File: config.mk
export PLATFORM = sky130hd
export DESIGN_NAME = plc_top
export DESIGN_NICKNAME = d
export VERILOG_FILES = /design/src/common/plc_pkg.sv /design/src/plc_edge_det.sv /design/src/plc_half_div.sv /design/src/plc_top.sv
export SDC_FILE = /design/constraint.sdc
export NUM_CORES = 1
export LEC_CHECK = 0
export BUFFER_PORTS_ARGS = -buffer_cell sky130_fd_sc_hd__buf_2
export CAP_MARGIN = 20
export CELL_PAD_IN_SITES_DETAIL_PLACEMENT = 0
export CELL_PAD_IN_SITES_GLOBAL_PLACEMENT = 1
export CORE_ASPECT_RATIO = 1.2
export CORE_UTILIZATION = 39
export DETAILED_ROUTE_END_ITERATION = 10
export PLACE_DENSITY_LB_ADDON = 0.1
export SETUP_SLACK_MARGIN = 0.05
export SLEW_MARGIN = 0
export SYNTH_ARGS = -nofsm -noshare
export SYNTH_HDL_FRONTEND = slang
export SYNTH_HIERARCHICAL = 1
export SYNTH_SLANG_ARGS = --single-unit
export TNS_END_PERCENT = 10
File: constraint.sdc
create_clock -name sys_clk -period 3.2 [get_ports sys_clk]
set_clock_uncertainty 0.15 [all_clocks]
set_input_delay 0.16 -clock sys_clk [delete_from_list [all_inputs] [get_ports sys_clk]]
set_output_delay 0.16 -clock sys_clk [all_outputs]
set_load 0.02 [all_outputs]
File: src/common/plc_pkg.sv
// package: register map, field positions, reset values and types of the loop clock control
package plc_pkg;

  // ------------------------------------------------------------
  // register byte addresses
  // ------------------------------------------------------------
  localparam logic [7:0] PLC_LOOP_CTRL_ADDR  = 8'h00;  // loop_control_reg
  localparam logic [7:0] PLC_BW_CTRL_ADDR    = 8'h04;  // bandwidth_control_reg
  localparam logic [7:0] PLC_MODE_ADDR       = 8'h08;  // stop/break/config bits
  localparam logic [7:0] PLC_IRQ_STAT_ADDR   = 8'h0C;  // sticky event status, w1c
  localparam logic [7:0] PLC_IRQ_MASK_ADDR   = 8'h10;  // event mask

  // ------------------------------------------------------------
  // field positions
  // ------------------------------------------------------------
  localparam int PLC_LC_IE_BIT     = 7;  // loop_irq_enable
  localparam int PLC_LC_FLAG_BIT   = 6;  // loop_change_flag (read only)
  localparam int PLC_LC_PWR_BIT    = 5;  // loop_power_on
  localparam int PLC_LC_BSS_BIT    = 4;  // base_source_select
  localparam int PLC_BW_AUTO_BIT   = 7;  // automatic bandwidth control
  localparam int PLC_BW_LOCK_BIT   = 6;  // lock indicator (read only)
  localparam int PLC_MD_RUNSTOP_BIT = 0; // osc_run_in_stop
  localparam int PLC_MD_BREAK_CLEAR_ENABLE_BIT   = 1;  // break_clear_enable
  localparam int PLC_MD_STOP_BIT   = 8;  // stop state (read only)
  localparam int PLC_MD_BRK_BIT    = 9;  // break state (read only)
  localparam int PLC_EV_LOCK_BIT   = 0;  // event: lock changed
  localparam int PLC_EV_STOP_BIT   = 1;  // event: forced source clear on stop

  // ------------------------------------------------------------
  // reset values and counts
  // ------------------------------------------------------------
  localparam logic       PLC_PWR_RST       = 1'b1;  // loop powered at reset
  localparam logic       PLC_BSS_RST       = 1'b0;
  localparam logic       PLC_IE_RST        = 1'b0;
  localparam logic       PLC_AUTO_RST      = 1'b0;
  localparam logic       PLC_BREAK_CLEAR_ENABLE_RST      = 1'b0;
  localparam logic       PLC_RUNSTOP_RST   = 1'b0;
  localparam logic [1:0] PLC_EV_RST        = 2'h0;
  localparam logic [1:0] PLC_HOLD_CYCLES   = 2'h3;  // stasis per source clock
  localparam logic [1:0] PLC_AXI_OKAY      = 2'h0;
  localparam logic [1:0] PLC_AXI_SLVERR    = 2'h2;
  localparam int         PLC_EV_W          = 2;

  // ------------------------------------------------------------
  // types
  // ------------------------------------------------------------
  typedef struct packed {
    logic stop_req;   // stop instruction executed, level while stopped
    logic wait_req;   // wait instruction, no effect on this block
    logic brk_state;  // debug break state
  } plc_cpu_state_t;

  typedef enum logic [1:0] {
    PLC_SW_XTAL = 2'b00,  // crystal half rate drives output
    PLC_SW_OFFX = 2'b01,  // stasis, counting old source edges
    PLC_SW_VCO  = 2'b11,  // vco half rate drives output
    PLC_SW_OFFV = 2'b10   // stasis, counting vco source edges
  } plc_sw_state_t;

endpackage

File: src/plc_edge_det.sv
// module: rising-edge pulse of a sampled source clock level
`timescale 1ns/1ps
module plc_edge_det
  import plc_pkg::*;
(
  input  wire logic sys_clk,
  input  wire logic arst_n,
  input  wire logic lvl_in,
  output logic      rise_out
);
  // ------------------------------------------------------------
  // state
  // ------------------------------------------------------------
  logic last_ff;      // previous sample
  logic nxt_last;
  logic rise_ff;      // registered pulse
  logic nxt_rise;

  // next values
  always_comb begin
    nxt_last = lvl_in;
    nxt_rise = lvl_in & ~last_ff;
  end

  // registers
  always_ff @(posedge sys_clk or negedge arst_n) begin
    if (!arst_n) begin
      last_ff <= 1'b0;
      rise_ff <= 1'b0;
    end else begin
      last_ff <= nxt_last;
      rise_ff <= nxt_rise;
    end
  end

  assign rise_out = rise_ff;
endmodule

File: src/plc_half_div.sv
// module: divide-by-two of a source, advanced on each source edge pulse
`timescale 1ns/1ps
module plc_half_div
  import plc_pkg::*;
(
  input  wire logic sys_clk,
  input  wire logic arst_n,
  input  wire logic edge_in,
  input  wire logic run_in,
  output logic      half_out
);
  // ------------------------------------------------------------
  // state
  // ------------------------------------------------------------
  logic half_ff;      // divided level
  logic nxt_half;

  // toggle on source edge, forced low when stopped
  always_comb begin
    nxt_half = half_ff;
    if (!run_in) begin
      nxt_half = 1'b0;
    end else if (edge_in) begin
      nxt_half = ~half_ff;
    end
  end

  always_ff @(posedge sys_clk or negedge arst_n) begin
    if (!arst_n) begin
      half_ff <= 1'b0;
    end else begin
      half_ff <= nxt_half;
    end
  end

  assign half_out = half_ff;
endmodule

File: src/plc_top.sv
// module: loop lock interrupt, base clock selection and low-power control with AXI4-Lite
//
// Notes on behaviour
// - auto mode: lock change raises interrupt condition
// - flag sets regardless of enable bit
// - manual mode: no interrupt, flag reads zero
// - select bit routes vco half to output
// - vco selectable even when not locked
// - wait instruction changes nothing here
// - stop without osc: clocks, clockgen_irq low
// - stop on vco clears select bit
// - after stop crystal drives, select stays clear
// - stop with osc: loop off, crystal runs
// - break clear enabled: cleared flag stays cleared
// - break protect: control access keeps flag
// - control read outside break clears flag
// - select needs power; power kept while selected
// - output static three edges of each source into vco, three vco edges back except on stop
`timescale 1ns/1ps
module plc_top
  import plc_pkg::*;
(
  input  wire logic           sys_clk,
  input  wire logic           arst_n,
  // axi4-lite slave
  input  wire logic [7:0]     s_axi_awaddr,
  input  wire logic           s_axi_awvalid,
  output logic                s_axi_awready,
  input  wire logic [31:0]    s_axi_wdata,
  input  wire logic [3:0]     s_axi_wstrb,
  input  wire logic           s_axi_wvalid,
  output logic                s_axi_wready,
  output logic [1:0]          s_axi_bresp,
  output logic                s_axi_bvalid,
  input  wire logic           s_axi_bready,
  input  wire logic [7:0]     s_axi_araddr,
  input  wire logic           s_axi_arvalid,
  output logic                s_axi_arready,
  output logic [31:0]         s_axi_rdata,
  output logic [1:0]          s_axi_rresp,
  output logic                s_axi_rvalid,
  input  wire logic           s_axi_rready,
  // clock sources and analog loop status
  input  wire logic           osc_level,
  input  wire logic           vco_level,
  input  wire logic           loop_locked,
  input  wire plc_cpu_state_t cpu_state,
  // outputs
  output logic                crystal_clock,
  output logic                base_clock_out,
  output logic                clockgen_irq,
  output logic                loop_enable,
  output logic                osc_enable,
  output logic                event_irq
);
  // ------------------------------------------------------------
  // functions
  // ------------------------------------------------------------
  // a byte enable of lane 0 guards every control field
  function automatic logic lane0(input logic [3:0] strb);
    return strb[0];
  endfunction

  // w1c with set-wins priority
  function automatic logic [PLC_EV_W-1:0] w1c(input logic [PLC_EV_W-1:0] cur,
                                              input logic [PLC_EV_W-1:0] clr,
                                              input logic [PLC_EV_W-1:0] set);
    return (cur & ~clr) | set;
  endfunction

  // ------------------------------------------------------------
  // state
  // ------------------------------------------------------------
  logic                pwr_ff, nxt_pwr;           // loop_power_on
  logic                bss_ff, nxt_bss;           // base_source_select
  logic                ie_ff, nxt_ie;             // loop_irq_enable
  logic                flag_ff, nxt_flag;         // loop_change_flag
  logic                auto_ff, nxt_auto;         // automatic bandwidth
  logic                runstop_ff, nxt_runstop;   // osc_run_in_stop
  logic                break_clear_enable_ff, nxt_break_clear_enable;         // break_clear_enable
  logic                lock_ff, nxt_lock;         // lock as last seen
  logic [PLC_EV_W-1:0] ev_ff, nxt_ev;             // sticky events
  logic [PLC_EV_W-1:0] mask_ff, nxt_mask;         // event mask
  logic                stop_ff, nxt_stop;         // previous stop level
  // bus
  logic                aw_ff, nxt_aw;             // address held
  logic [7:0]          awa_ff, nxt_awa;
  logic                w_ff, nxt_w;               // data held
  logic [31:0]         wd_ff, nxt_wd;
  logic [3:0]          ws_ff, nxt_ws;
  logic                bv_ff, nxt_bv;
  logic [1:0]          br_ff, nxt_br;
  logic                rv_ff, nxt_rv;
  logic [31:0]         rd_ff, nxt_rd;
  logic [1:0]          rr_ff, nxt_rr;
  // outputs
  logic                xclk_ff, nxt_xclk;
  logic                out_ff, nxt_out;
  logic                irq_ff, nxt_irq;
  logic                loopen_ff, nxt_loopen;
  logic                oscen_ff, nxt_oscen;
  logic                evirq_ff, nxt_evirq;
  // switch sequencer
  plc_sw_state_t       sw_ff, nxt_sw;
  logic [1:0]          cnt_ff, nxt_cnt;

  // ------------------------------------------------------------
  // source edge detection and halving
  // ------------------------------------------------------------
  logic osc_rise, vco_rise, xhalf, vhalf, osc_run, vco_run;

  // crystal stops only in stop mode without the run-in-stop option
  assign osc_run = ~(cpu_state.stop_req & ~runstop_ff);
  assign vco_run = pwr_ff & ~cpu_state.stop_req;

  plc_edge_det u_osc_edge (
    .sys_clk  (sys_clk),
    .arst_n   (arst_n),
    .lvl_in   (osc_level),
    .rise_out (osc_rise)
  );
  plc_edge_det u_vco_edge (
    .sys_clk  (sys_clk),
    .arst_n   (arst_n),
    .lvl_in   (vco_level),
    .rise_out (vco_rise)
  );
  plc_half_div u_osc_half (
    .sys_clk  (sys_clk),
    .arst_n   (arst_n),
    .edge_in  (osc_rise),
    .run_in   (osc_run),
    .half_out (xhalf)
  );
  plc_half_div u_vco_half (
    .sys_clk  (sys_clk),
    .arst_n   (arst_n),
    .edge_in  (vco_rise),
    .run_in   (vco_run),
    .half_out (vhalf)
  );

  // ------------------------------------------------------------
  // bus decode
  // ------------------------------------------------------------
  logic wr_go, rd_go, wr_lc, rd_lc, wr_bw, wr_md, wr_st, wr_mk, wr_ok, rd_ok;
  logic flag_vis;
  assign wr_go = aw_ff & w_ff & ~bv_ff;
  assign rd_go = s_axi_arvalid & ~rv_ff;
  assign wr_lc = wr_go & (awa_ff == PLC_LOOP_CTRL_ADDR) & lane0(ws_ff);
  assign wr_bw = wr_go & (awa_ff == PLC_BW_CTRL_ADDR) & lane0(ws_ff);
  assign wr_md = wr_go & (awa_ff == PLC_MODE_ADDR) & lane0(ws_ff);
  assign wr_st = wr_go & (awa_ff == PLC_IRQ_STAT_ADDR) & lane0(ws_ff);
  assign wr_mk = wr_go & (awa_ff == PLC_IRQ_MASK_ADDR) & lane0(ws_ff);
  assign rd_lc = rd_go & (s_axi_araddr == PLC_LOOP_CTRL_ADDR);
  assign wr_ok = (awa_ff == PLC_LOOP_CTRL_ADDR) | (awa_ff == PLC_BW_CTRL_ADDR) |
                 (awa_ff == PLC_MODE_ADDR) | (awa_ff == PLC_IRQ_STAT_ADDR) |
                 (awa_ff == PLC_IRQ_MASK_ADDR);
  assign rd_ok = (s_axi_araddr == PLC_LOOP_CTRL_ADDR) |
                 (s_axi_araddr == PLC_BW_CTRL_ADDR) |
                 (s_axi_araddr == PLC_MODE_ADDR) |
                 (s_axi_araddr == PLC_IRQ_STAT_ADDR) |
                 (s_axi_araddr == PLC_IRQ_MASK_ADDR);
  // flag shows only in automatic mode
  assign flag_vis = flag_ff & auto_ff;

  // ------------------------------------------------------------
  // axi channel handshakes, one write and one read at a time
  // ------------------------------------------------------------
  always_comb begin
    nxt_aw  = aw_ff;
    nxt_awa = awa_ff;
    nxt_w   = w_ff;
    nxt_wd  = wd_ff;
    nxt_ws  = ws_ff;
    nxt_bv  = bv_ff;
    nxt_br  = br_ff;
    nxt_rv  = rv_ff;
    nxt_rd  = rd_ff;
    nxt_rr  = rr_ff;
    // take address and data in either order
    if (s_axi_awvalid & ~aw_ff) begin
      nxt_aw  = 1'b1;
      nxt_awa = s_axi_awaddr;
    end
    if (s_axi_wvalid & ~w_ff) begin
      nxt_w  = 1'b1;
      nxt_wd = s_axi_wdata;
      nxt_ws = s_axi_wstrb;
    end
    // response once both are held
    if (wr_go) begin
      nxt_bv = 1'b1;
      nxt_br = wr_ok ? PLC_AXI_OKAY : PLC_AXI_SLVERR;
      nxt_aw = 1'b0;
      nxt_w  = 1'b0;
    end else if (bv_ff & s_axi_bready) begin
      nxt_bv = 1'b0;
    end
    // read answer one cycle after the address is taken
    if (rd_go) begin
      nxt_rv = 1'b1;
      nxt_rr = rd_ok ? PLC_AXI_OKAY : PLC_AXI_SLVERR;
      nxt_rd = 32'h0000_0000;
      case (s_axi_araddr)
        PLC_LOOP_CTRL_ADDR: begin
          nxt_rd[PLC_LC_IE_BIT]   = ie_ff;
          nxt_rd[PLC_LC_FLAG_BIT] = flag_vis;
          nxt_rd[PLC_LC_PWR_BIT]  = pwr_ff;
          nxt_rd[PLC_LC_BSS_BIT]  = bss_ff;
        end
        PLC_BW_CTRL_ADDR: begin
          nxt_rd[PLC_BW_AUTO_BIT] = auto_ff;
          nxt_rd[PLC_BW_LOCK_BIT] = lock_ff & auto_ff;
        end
        PLC_MODE_ADDR: begin
          nxt_rd[PLC_MD_RUNSTOP_BIT] = runstop_ff;
          nxt_rd[PLC_MD_BREAK_CLEAR_ENABLE_BIT]    = break_clear_enable_ff;
          nxt_rd[PLC_MD_STOP_BIT]    = cpu_state.stop_req;
          nxt_rd[PLC_MD_BRK_BIT]     = cpu_state.brk_state;
        end
        PLC_IRQ_STAT_ADDR: nxt_rd[PLC_EV_W-1:0] = ev_ff;
        PLC_IRQ_MASK_ADDR: nxt_rd[PLC_EV_W-1:0] = mask_ff;
        default:           nxt_rd = 32'h0000_0000;  // unmapped reads zero
      endcase
    end else if (rv_ff & s_axi_rready) begin
      nxt_rv = 1'b0;
    end
  end

  // ------------------------------------------------------------
  // control bits, flag and events
  // ------------------------------------------------------------
  logic lock_chg, stop_rise, flag_clr, prot;
  // protected when in break and clearing is not enabled
  assign prot      = cpu_state.brk_state & ~break_clear_enable_ff;
  assign lock_chg  = auto_ff & (loop_locked != lock_ff);
  assign stop_rise = cpu_state.stop_req & ~stop_ff;
  // read or read-modify-write of the control register clears
  assign flag_clr  = (rd_lc | wr_lc) & ~prot;

  always_comb begin
    nxt_pwr     = pwr_ff;
    nxt_bss     = bss_ff;
    nxt_ie      = ie_ff;
    nxt_auto    = auto_ff;
    nxt_runstop = runstop_ff;
    nxt_break_clear_enable    = break_clear_enable_ff;
    nxt_mask    = mask_ff;
    nxt_stop    = cpu_state.stop_req;
    nxt_lock    = loop_locked;
    // wait_req is deliberately not read here
    if (wr_lc) begin
      nxt_ie = wd_ff[PLC_LC_IE_BIT];
      // select may only be set with power on, independent of lock
      if (wd_ff[PLC_LC_BSS_BIT] & pwr_ff) begin
        nxt_bss = 1'b1;
      end else if (~wd_ff[PLC_LC_BSS_BIT]) begin
        nxt_bss = 1'b0;
      end
      // power may only drop while the crystal is selected
      if (wd_ff[PLC_LC_PWR_BIT] | bss_ff | nxt_bss) begin
        nxt_pwr = pwr_ff | wd_ff[PLC_LC_PWR_BIT];
      end else begin
        nxt_pwr = 1'b0;
      end
    end
    if (wr_bw) begin
      nxt_auto = wd_ff[PLC_BW_AUTO_BIT];
    end
    if (wr_md) begin
      nxt_runstop = wd_ff[PLC_MD_RUNSTOP_BIT];
      nxt_break_clear_enable    = wd_ff[PLC_MD_BREAK_CLEAR_ENABLE_BIT];
    end
    if (wr_mk) begin
      nxt_mask = wd_ff[PLC_EV_W-1:0];
    end
    // stop on the vco forces the crystal and keeps it selected
    if (stop_rise & bss_ff) begin
      nxt_bss = 1'b0;
    end
    // flag: lock change sets regardless of enable, set beats clear
    nxt_flag = flag_ff;
    if (flag_clr) begin
      nxt_flag = 1'b0;
    end
    if (lock_chg) begin
      nxt_flag = 1'b1;
    end
    nxt_ev = w1c(ev_ff, wr_st ? wd_ff[PLC_EV_W-1:0] : PLC_EV_RST,
                 {stop_rise & bss_ff, lock_chg});
  end

  // ------------------------------------------------------------
  // base clock switch with stasis
  // ------------------------------------------------------------
  always_comb begin
    nxt_sw  = sw_ff;
    nxt_cnt = cnt_ff;
    nxt_out = out_ff;
    case (sw_ff)
      PLC_SW_XTAL: begin
        nxt_out = xhalf;
        if (bss_ff) begin
          nxt_sw  = PLC_SW_OFFX;
          nxt_cnt = 2'h0;
        end
      end
      PLC_SW_OFFX: begin
        // output frozen while the crystal is seen three times
        if (osc_rise & (cnt_ff != PLC_HOLD_CYCLES)) begin
          nxt_cnt = cnt_ff + 2'h1;
        end
        if (cnt_ff == PLC_HOLD_CYCLES) begin
          nxt_sw  = bss_ff ? PLC_SW_OFFV : PLC_SW_XTAL;
          nxt_cnt = 2'h0;
        end
      end
      PLC_SW_OFFV: begin
        if (vco_rise & (cnt_ff != PLC_HOLD_CYCLES)) begin
          nxt_cnt = cnt_ff + 2'h1;
        end
        if (cnt_ff == PLC_HOLD_CYCLES) begin
          nxt_sw  = bss_ff ? PLC_SW_VCO : PLC_SW_XTAL;
          nxt_cnt = 2'h0;
        end
        if (~bss_ff & cpu_state.stop_req) begin
          nxt_sw = PLC_SW_XTAL;  // forced back on stop
        end
      end
      PLC_SW_VCO: begin
        nxt_out = vhalf;
        if (~bss_ff) begin
          // stop clears select: go straight to crystal
          nxt_sw  = cpu_state.stop_req ? PLC_SW_XTAL : PLC_SW_OFFV;
          nxt_cnt = 2'h0;
        end
      end
      default: begin
        nxt_sw  = PLC_SW_XTAL;
        nxt_cnt = 2'h0;
      end
    endcase
    if (~osc_run) begin
      nxt_out = 1'b0;
    end
  end

  // ------------------------------------------------------------
  // registered outputs
  // ------------------------------------------------------------
  always_comb begin
    nxt_xclk   = osc_run ? osc_level : 1'b0;
    nxt_loopen = vco_run;
    nxt_oscen  = osc_run;
    // interrupt follows flag and enable, silent in manual mode or in stop without osc_run_in_stop
    nxt_irq    = flag_vis & ie_ff & osc_run;
    nxt_evirq  = |(nxt_ev & mask_ff);
  end

  // ------------------------------------------------------------
  // register bank
  // ------------------------------------------------------------
  always_ff @(posedge sys_clk or negedge arst_n) begin
    if (!arst_n) begin
      pwr_ff     <= PLC_PWR_RST;
      bss_ff     <= PLC_BSS_RST;
      ie_ff      <= PLC_IE_RST;
      flag_ff    <= 1'b0;
      auto_ff    <= PLC_AUTO_RST;
      runstop_ff <= PLC_RUNSTOP_RST;
      break_clear_enable_ff    <= PLC_BREAK_CLEAR_ENABLE_RST;
      lock_ff    <= 1'b0;
      ev_ff      <= PLC_EV_RST;
      mask_ff    <= PLC_EV_RST;
      stop_ff    <= 1'b0;
      aw_ff      <= 1'b0;
      awa_ff     <= 8'h00;
      w_ff       <= 1'b0;
      wd_ff      <= 32'h0000_0000;
      ws_ff      <= 4'h0;
      bv_ff      <= 1'b0;
      br_ff      <= PLC_AXI_OKAY;
      rv_ff      <= 1'b0;
      rd_ff      <= 32'h0000_0000;
      rr_ff      <= PLC_AXI_OKAY;
      xclk_ff    <= 1'b0;
      out_ff     <= 1'b0;
      irq_ff     <= 1'b0;
      loopen_ff  <= 1'b0;
      oscen_ff   <= 1'b0;
      evirq_ff   <= 1'b0;
      sw_ff      <= PLC_SW_XTAL;
      cnt_ff     <= 2'h0;
    end else begin
      pwr_ff     <= nxt_pwr;
      bss_ff     <= nxt_bss;
      ie_ff      <= nxt_ie;
      flag_ff    <= nxt_flag;
      auto_ff    <= nxt_auto;
      runstop_ff <= nxt_runstop;
      break_clear_enable_ff    <= nxt_break_clear_enable;
      lock_ff    <= nxt_lock;
      ev_ff      <= nxt_ev;
      mask_ff    <= nxt_mask;
      stop_ff    <= nxt_stop;
      aw_ff      <= nxt_aw;
      awa_ff     <= nxt_awa;
      w_ff       <= nxt_w;
      wd_ff      <= nxt_wd;
      ws_ff      <= nxt_ws;
      bv_ff      <= nxt_bv;
      br_ff      <= nxt_br;
      rv_ff      <= nxt_rv;
      rd_ff      <= nxt_rd;
      rr_ff      <= nxt_rr;
      xclk_ff    <= nxt_xclk;
      out_ff     <= nxt_out;
      irq_ff     <= nxt_irq;
      loopen_ff  <= nxt_loopen;
      oscen_ff   <= nxt_oscen;
      evirq_ff   <= nxt_evirq;
      sw_ff      <= nxt_sw;
      cnt_ff     <= nxt_cnt;
    end
  end

  // ready is low while a beat is held, so the master's valid waits
  assign s_axi_awready  = ~aw_ff;
  assign s_axi_wready   = ~w_ff;
  assign s_axi_bvalid   = bv_ff;
  assign s_axi_bresp    = br_ff;
  assign s_axi_arready  = ~rv_ff;
  assign s_axi_rvalid   = rv_ff;
  assign s_axi_rdata    = rd_ff;
  assign s_axi_rresp    = rr_ff;
  assign crystal_clock  = xclk_ff;
  assign base_clock_out = out_ff;
  assign clockgen_irq   = irq_ff;
  assign loop_enable    = loopen_ff;
  assign osc_enable     = oscen_ff;
  assign event_irq      = evirq_ff;
endmodule

=== Word level (Yosys, flattened, before mapping) ===
Index checks and enable logic that the tools add are counted.

* Output and inout bits: 47
* Flip-flop bits (word level): 62

* Mux-type cells: 46
* Add/sub/neg operators: 1
* Reductions and logical operators: 14
* Bitwise logic cells: 66
* Equality and inequality tests: 21

{| class="wikitable"
|+ Operator list
! operator !! count
|-
| 2-bit two-way mux || 19
|-
| 1-bit AND || 35
|-
| 8-bit by 4-bit == test with 1-bit output (second input constant) || 4
|-
| 1-bit two-way mux || 22
|-
| 8-bit by 3-bit == test with 1-bit output (second input constant) || 2
|-
| 8-bit by 5-bit == test with 1-bit output (second input constant) || 2
|-
| 8-bit zero test || 2
|-
| 2-bit one-hot mux with 4 select lines || 2
|-
| 1-bit inverter || 15
|-
| 2-bit nonzero test || 7
|-
| 1-bit OR || 12
|-
| 3-bit != test (second input constant) || 3
|-
| 2-bit != test (second input constant) || 4
|-
| 4-bit AND reduction || 2
|-
| 2-bit == test (second input constant) || 3
|-
| 2-bit one-hot mux with 3 select lines || 1
|-
| 2-bit AND || 2
|-
| 2-bit one-hot mux with 2 select lines || 1
|-
| 3-bit nonzero test || 1
|-
| 2-bit by 1-bit adder with 2-bit output (second input constant) || 1
|-
| 2-bit by 1-bit == test with 1-bit output (second input constant) || 1
|-
| 2-bit zero test || 1
|-
| 2-bit by 1-bit != test with 1-bit output (second input constant) || 1
|-
| 2-bit inverter || 1
|-
| other kinds (4) || 4
|}

=== Longest topological paths before layout ===
Gate-level depths: netlist of run 1.

* Word-level depth: 10
* Gate-level depth with buffers: 6
* Mapped depth without buffers: 6

=== Hierarchy ===
The synthesis of run 1 kept the hierarchy.

{| class="wikitable"
|+ Modules (own cells, without submodules)
! module !! area an instance (um2) !! times used !! seq. area each (um2) !! cells an instance
|-
| plc_top || 2551.2 || 1 || 1277.5 || 230
|-
| plc_edge_det || 63.8 || 2 || 50.0 || 3
|-
| plc_half_div || 40.0 || 2 || 25.0 || 3
|}

=== Worst setup path after synthesis of run 1 ===
Ideal clock, no wire load.

* Path type: register -> register
* From: reg bv_ff, in the netlist s_axi_bvalid
* To: reg break_clear_enable_ff
* Clock period less this slack: 1668 ps
* Data required time: 2925 ps
* Setup slack: 1532 ps
* Cell stages (with the launch flop): 5
* Arrival: 1393 ps
* Library setup time: 125 ps
* Buffers on the path: 0
* Cells stage by stage: dfrtp_1 > and4b_1 > and4b_4 > nand3b_4 > mux2_4

* Word-level cells in the longest chain between the ends: 4

{| class="wikitable"
|+ RTL lines
! item !! RTL line !! source
|-
| start, declared || plc_top.sv:91 || <nowiki>logic bv_ff, nxt_bv;</nowiki>
|-
| start signal, assigned || plc_top.sv:412 || <nowiki>bv_ff <= nxt_bv;</nowiki>
|-
| 1-bit inverter || plc_top.sv:148 || <nowiki>assign wr_go = aw_ff & w_ff & ~bv_ff;</nowiki>
|-
| 1-bit AND || plc_top.sv:148 ||
|-
| 1-bit AND (2 in series) || plc_top.sv:152 || <nowiki>assign wr_md = wr_go & (awa_ff == PLC_MODE_ADDR) & lane0(ws_ff);</nowiki>
|-
| end signal, assigned || plc_top.sv:402 || <nowiki>break_clear_enable_ff <= nxt_break_clear_enable;</nowiki>
|-
| end, declared || plc_top.sv:80 || <nowiki>logic break_clear_enable_ff, nxt_break_clear_enable;</nowiki>
|}

Every way passes these cells.
A chain may end at the register's enable or synchronous reset.

=== Final worst setup path of run 1 ===
* From: reg sw_ff[0]
* To: reg cnt_ff[0]

* Word-level cells in the longest chain between the ends: 3

{| class="wikitable"
|+ RTL lines
! item !! RTL line !! source
|-
| start, declared || plc_top.sv:104 || <nowiki>plc_sw_state_t sw_ff, nxt_sw;</nowiki>
|-
| start signal, assigned || plc_top.sv:423 || <nowiki>sw_ff <= nxt_sw;</nowiki>
|-
| 2-bit == test, or another cell as far along || plc_top.sv:301 || <nowiki>case (sw_ff)</nowiki>
|-
| 3-bit != test (no line) or 2-bit != test (tied branches) || - ||
|-
| 4-bit AND reduction (no line) || - ||
|-
| end signal, assigned || plc_top.sv:424 || <nowiki>cnt_ff <= nxt_cnt;</nowiki>
|-
| end, declared || plc_top.sv:105 || <nowiki>logic [1:0] cnt_ff, nxt_cnt;</nowiki>
|}

Parallel ways exist; a longest one is shown, timed or not.

==> reports/results.ini, run 1 <==
[run_status]
status=finished clean

[cts]
clockBufferDepth=2
cts_resized=0
numCtsBuffers=9
holdBufCountCts=24
clk_pin_slew_worst_paths_ns=0.06
h-tree-depth=3
post_cts_buffers=0
cts_tree=yes
cts_root_buffer=clkbuf_8
clkLatencyLatePin_ns=0.33
cts_sinks=57

[sta]
grt_setup_unrepaired=false
post-route-period-util_pct=52.69
finalSetupTns_ns=0
fin_crit_ns=1.686
relSlewSlack_pct=53.86
hold_viol=0
slew_violations=0
setup_slack_ns=1.514
setup_viol=0
fmax_mhz=593.1
worst_pin_slew_ns=0.6906

[route]
vias_per_cell=4.608
routedWlPerCell_um=12.53
drt_wl_total_um=5213
ant_nets=0
vias=1917
first_pass_iters=4
drt_iter0_markers=58
drc=0

[grt]
grt_antenna_before_repair=0
grt.total_usage_pct=15.78
grt_max_degree=36
grt_pass1_vias=1862
grt_first_pass_wirelength_um=8783
grt-ovfl-total=0

[worst_setup_path]
path_delay_family=multiplexers
max_stage_delay_ns=0.37
timing.critical_path.cells=inv_1 > ha_1 > mux2i_1 > o21a_1 > mux2_2
cp_data_arrival_time_ns=1.75
path_buf_inv=1
crit_type=flop to flop
endpoint_kind=flop
path_max_fanout=4
start_kind=flop
worst_ep_required_time_ns=3.27
slowest_stage=dfrtp_1

[floorplanning]
fp-row-count=33
die_area_um2=7416
dieHeight_um=94.14
die_w_um=78.78
num_io_pins=112
core_um2=6854
start_util_pct=40.25

[power_and_ir_drop]
p_clk_share_pct=25.9
switching_share_pct=31.90
peakVddDrop_uv=390.6
p_switching_w=0.0007050
pwr-share-seq_pct=47.4
p_leak_nw=1.703
powerDensity_nw_per_um2=645.3
p_int_w=0.001505
p_comb_share_pct=26.6

[synth]
synth.area.top_cells=dfrtp_1 (51%), mux2_2 (8.6%), buf_4 (7.1%)
ys_seq_elements=57
synth_area_per_cell_um2=11.40
synthFlopType=dfrtp_1
ys_seq_area_share_pct=51.75
synth.largest_area_cell=dfrtp_1
synth-edff-count=0
ys_warn_count=6
syn_inst=242
synthArstFlopShare_pct=100.0
synth_area_um2=2759
post_synth_num_cell_types=45
synth_top_area_share_pct=50.79

[placement]
place_ws_ns=1.488
dpl-instance-area_um2=3022
dp_hpwl_um=3735
io_buffers=54
place.gp.congestion=0.7638

[final_layout]
layout-drive-gt1-share_pct=29.18
final_nets=396
final_common_cell=dfrtp_1
syn2layout_area_growth_pct=24.13
antennaDiodeCount=0
final_cell_mix=dfrtp_1 (56), buf_2 (54), conb_1 (26)
postLayoutCellArea_um2=3425

[min_path]
hp-class=input pin to flop

[job]
maxCapViolCount=0

metal layers:
layer,vias to the layer above,global-route usage [%],share of wire [%]
li1,958,-,-
met2,60,25.87,48
met1,892,19.25,45
met5,-,0,0
met3,7,4.660,4.9
met4,0,6.481,1.7
registers in the layout (all words and copies together) (netlist names), 2 cells and up:
| register | flops |
|---|---|
| mask_ff | 2 |
| s_axi_rdata | 8 |
| cnt_ff | 2 |
| wd_ff | 5 |
| awa_ff | 8 |
| sw_ff | 2 |
| ev_ff | 2 |
tightest hold or removal path, cell delays in order:
cell	delay [ns]
buf_2	0.14
o21ai_0	0.08
a31oi_1	0.08
power by group through the flow:
stage | clock [W] | combinational, W | sequential (W)
2_1_floorplan | 0 | 0.000460 | 0.00103
3_3_place_gp | 0 | 0.000568 | 0.00106
3_5_place_dp | 0 | 0.000571 | 0.00107
4_1_cts | 0.000591 | 0.000597 | 0.00105
5_1_grt | 0.000620 | 0.000655 | 0.00108
6_report | 0.000573 | 0.000588 | 0.00105
per-stage QoR:
| step | util (%) | total power [W] | std cells | hold slack (ns) |
|---|---|---|---|---|
| after floorplan | - | 0.001492 | 267 | -0.2856 |
| after global placement | 44.09 | 0.001628 | 378 | 0.01158 |
| after detailed placement | 44.09 | 0.001637 | 378 | 0.02021 |
| after CTS | 49.96 | 0.002241 | 416 | 0.008151 |
| after global routing | 49.96 | 0.002356 | 416 | 0.05797 |
| final | 49.96 | 0.002210 | 416 | 0.009086 |
synth_stat cells, types with 4 or more instances:
cell type and n:
o21ai_0 10, nand4_1 4, o31ai_1 4, buf_4 26, a21oi_1 5, mux2_2 21
ha_1 5, and2_1 6, mux2i_1 7, dfrtp_1 56, nor2_1 13, nand2_1 14
inv_1 12, nor2b_1 5, o21a_1 4, a31oi_1 4
cell type report:
type	instances	area, um^2
Tap cell	87	108.9
Fill cell	694	3430
Multi-Input combinational cell	167	1162
Sequential cell	57	1428
Timing Repair Buffer	79	518.0
Clock buffer	14	162.7
Inverter	12	45.04
logic make-up after synthesis:
family	share of synthesized area, %
other	0.1359
buffers and inverters	9.524
AO/OA/AOI/OAI	8.662
XOR/XNOR	0.9526
AND/OR/NAND/NOR	14.51
adder cells (fa/ha/maj)	2.268
flip-flops	51.75
multiplexers	12.20
path summary, 6_finish.rpt:
check                                    from             endpoint  slack, ns  cells after the start
setup / recovery                     sw_ff[0]            cnt_ff[0]       1.51                      5
hold / removal                s_axi_araddr[4]       s_axi_rresp[1]      0.009                      3
setup reg to reg                     sw_ff[0]            cnt_ff[0]       1.51                      5
hold reg to reg            u_vco_edge/last_ff  u_vco_edge/rise_out       0.28                      1
max in group asynchronous              arst_n               pwr_ff       1.87                      3
min in group asynchronous              arst_n            cnt_ff[1]       0.18                      2
No activity file was read; power rests on OpenSTA's default activity.
==> run 2, diff against run 1 <==
--- a/config.mk
+++ b/config.mk
@@ -5,12 +5,13 @@
 export SDC_FILE = /design/constraint.sdc
 export NUM_CORES = 1
 export LEC_CHECK = 0
+export ABC_AREA = 1
 export BUFFER_PORTS_ARGS = -buffer_cell sky130_fd_sc_hd__buf_2
 export CAP_MARGIN = 20
 export CELL_PAD_IN_SITES_DETAIL_PLACEMENT = 0
 export CELL_PAD_IN_SITES_GLOBAL_PLACEMENT = 1
 export CORE_ASPECT_RATIO = 1.2
-export CORE_UTILIZATION = 39
+export CORE_UTILIZATION = 32
 export DETAILED_ROUTE_END_ITERATION = 10
 export PLACE_DENSITY_LB_ADDON = 0.1
 export SETUP_SLACK_MARGIN = 0.05
==> constraint.sdc (replaced) <==
create_clock -name sys_clk -period 1.42 [get_ports sys_clk]
set_clock_uncertainty 0.15 [all_clocks]
set_input_delay 0.071 -clock sys_clk [delete_from_list [all_inputs] [get_ports sys_clk]]
set_output_delay 0.071 -clock sys_clk [all_outputs]
set_load 0.02 [all_outputs]
==> reports/results.ini, run 2 <==
[run_status]
status=finished, violations left  ; was finished clean
violations=negative setup slack

[placement]
place_ws_ns=-0.1479  ; was 1.488 ns
place.gp.congestion=0.7350  ; was 0.7638
dp_hpwl_um=4405  ; was 3735 um
io_buffers=54  ; unchanged

[synth]
synth_top_area_share_pct=49.56  ; was 50.79%
synth.largest_area_cell=dfrtp_1  ; unchanged
ys_seq_elements=57  ; unchanged
synth.area.top_cells=dfrtp_1 (50%), nand2_1 (9.7%), buf_4 (7.4%)  ; was dfrtp_1 (51%), mux2_2 (8.6%), buf_4 (7.1%)
synth_area_per_cell_um2=8.782  ; was 11.40 um^2
post_synth_num_cell_types=27  ; was 45
synthArstFlopShare_pct=100.0  ; unchanged
ys_seq_area_share_pct=50.49  ; was 51.75%
syn_inst=322  ; was 242
synth_common_cells=nand2_1 (73), dfrtp_1 (56), inv_1 (35)  ; was dfrtp_1 (56), buf_4 (26), mux2_2 (21)
synth-edff-count=0  ; unchanged
ys_warn_count=6  ; unchanged
yosysMostFrequentCell=nand2_1  ; was dfrtp_1
synthFlopType=dfrtp_1  ; unchanged
synth_area_um2=2828  ; was 2759 um^2

[final_layout]
antennaDiodeCount=0  ; unchanged
final_common_cell=nand2_1  ; was dfrtp_1
utilization_pct=45.57  ; was 49.96%
final_cell_mix=nand2_1 (67), dfrtp_1 (56), buf_2 (54)  ; was dfrtp_1 (56), buf_2 (54), conb_1 (26)
final_nets=499  ; was 396
syn2layout_area_growth_pct=38.01  ; was 24.13%
layout-drive-gt1-share_pct=33.26  ; was 29.18%

[worst_setup_path]
worstReg2RegStart=sw_ff[0]  ; unchanged
path_max_fanout=4  ; unchanged
cp_data_arrival_time_ns=1.50  ; was 1.75 ns
start_kind=flop  ; unchanged
endpoint_kind=flop  ; unchanged
ff2ff_path_depth=7  ; was 5
crit_type=flop to flop  ; unchanged
worst_ep_required_time_ns=1.49  ; was 3.27 ns
reg2reg_setup_slack_ns=-0.02  ; was 1.51 ns
r2r_end=cnt_ff[1]  ; was cnt_ff[0]

[cts]
clk_pin_slew_worst_paths_ns=0.07  ; was 0.06 ns
cts_root_buffer=clkbuf_8  ; unchanged
clockBufferDepth=2  ; unchanged
numCtsBuffers=9  ; unchanged
h-tree-depth=3  ; unchanged
cts_tree=yes  ; unchanged
cts_sinks=57  ; unchanged
clkLatencyLatePin_ns=0.34  ; was 0.33 ns

[power_and_ir_drop]
powerDensity_nw_per_um2=1479  ; was 645.3 nW/um^2
p_total_w=0.005770  ; was 0.002210 W
p_leak_nw=1.985  ; was 1.703 nW
peakVddDrop_uv=739.4  ; was 390.6 uV

[grt]
grt_antenna_before_repair=0  ; unchanged
grt_max_degree=58  ; was 36
grt_pass1_vias=2369  ; was 1862
grt-ovfl-total=0  ; unchanged
grt_first_pass_wirelength_um=10780  ; was 8783 um
grt.total_usage_pct=15.46  ; was 15.78%

[floorplanning]
fp-row-count=37  ; was 33
start_util_pct=33.02  ; was 40.25%
die_w_um=87.81  ; was 78.78 um
die_area_um2=9218  ; was 7416 um^2
core_um2=8564  ; was 6854 um^2
num_io_pins=112  ; unchanged
dieHeight_um=105.0  ; was 94.14 um

[route]
drc=0  ; unchanged
drt_wl_total_um=6196  ; was 5213 um
first_pass_iters=4  ; unchanged
drt_iter0_markers=72  ; was 58
routedWlPerCell_um=11.27  ; was 12.53 um
vias_per_cell=4.256  ; was 4.608
ant_nets=0  ; unchanged
vias=2341  ; was 1917

[sta]
post-route-period-util_pct=101.1  ; was 52.69%
setup_viol=4  ; was 0
finalSetupTns_ns=-0.03993  ; was 0 ns
grt_setup_unrepaired=true  ; was false
fmax_mhz=696.6  ; was 593.1 MHz
slew_violations=0  ; unchanged
fin_hold_ws_ns=0.01331  ; was 0.009086 ns
hold_viol=0  ; unchanged
fin_crit_ns=1.435  ; was 1.686 ns
setup_slack_ns=-0.01545  ; was 1.514 ns

[job]
maxCapViolCount=0  ; unchanged

[min_path]
min_path_cells=6  ; was 3
whs_endpoint=s_axi_rdata[6]  ; was s_axi_rresp[1]
hp-class=input pin to flop  ; unchanged
hp-start=s_axi_araddr[7]  ; was s_axi_araddr[4]

run 2: critical path, cell delays in order, from the launching register on:
cell     delay, ns
dfrtp_1       0.42
ha_1          0.23
nand2_2       0.09
o21ai_4       0.06
nor2_2        0.13
o31ai_4       0.10
nand2_1       0.06
o21ai_0       0.07
run 2: metal layers:
| layer | global-route usage, % | routed length [um] | vias to the layer above |
|---|---|---|---|
| met1 | 18.30 | 2759 | 1096 |
| met4 | 5.972 | 97 | 0 |
| met2 | 25.64 | 3094 | 58 |
| li1 | - | - | 1180 |
| met3 | 4.897 | 245 | 7 |
| met5 | 0 | 0 | - |
run 2: power by group:
group          internal, W  switching (W)
logic             0.000876        0.00110
registers          0.00199       0.000271
clock network     0.000891       0.000644
total              0.00376        0.00201
run 2: cell families (layout without fill, tap and decap cells):
| group | after synthesis | after routing | synth area share, % |
|---|---|---|---|
| AND/OR/NAND/NOR | 155 | 155 | 25.66 |
| buffers and inverters | 65 | 151 | 12.39 |
| flip-flops | 57 | 57 | 50.49 |
| AO/OA/AOI/OAI | 31 | 31 | 5.885 |
| multiplexers | 7 | 7 | 2.920 |
| adder cells (fa/ha/maj) | 5 | 5 | 2.212 |
| other | 1 | 26 | 0.1326 |
| XOR/XNOR | 1 | 1 | 0.3098 |
run 2: cell type report:
cell class,count,area (um^2)
multi-input cells,225,1282
well taps,117,146.4
flip-flops and latches,57,1428
clock buffers,12,155.1
clock inverters,3,40.04
inverters,36,142.6
repair buffers,100,708.2
fillers,895,4662
run 2: repair_timing:
item                                    CTS  global route
endpoints found under the hold margin    92             1
hold buffers                             28             1
resized for setup                        14            34
endpoints found under the setup margin   11            27
setup buffers                             0             3
pin swaps                                 4            14
run 2: how the worst max path moves through the flow:
stage	startpoint	endpoint	slack (ns)	cells past startpoint
detailed placement	sw_ff[1]	cnt_ff[1]	-0.15	5
global placement	sw_ff[0]	cnt_ff[1]	-0.09	7
finish	sw_ff[0]	cnt_ff[1]	-0.02	7
CTS	sw_ff[1]	cnt_ff[1]	-0.05	5
floorplan	sw_ff[0]	cnt_ff[0]	0.001	7
global route	sw_ff[0]	sw_ff[1]	-0.12	8
run 2: stage by stage:
stage / area (um^2) / instances
2_1_floorplan: 2922 / 347
3_3_place_gp: 3241 / 503
3_5_place_dp: 3241 / 503
4_1_cts: 3752 / 546
5_1_grt: 3902 / 550
6_report: 3902 / 550
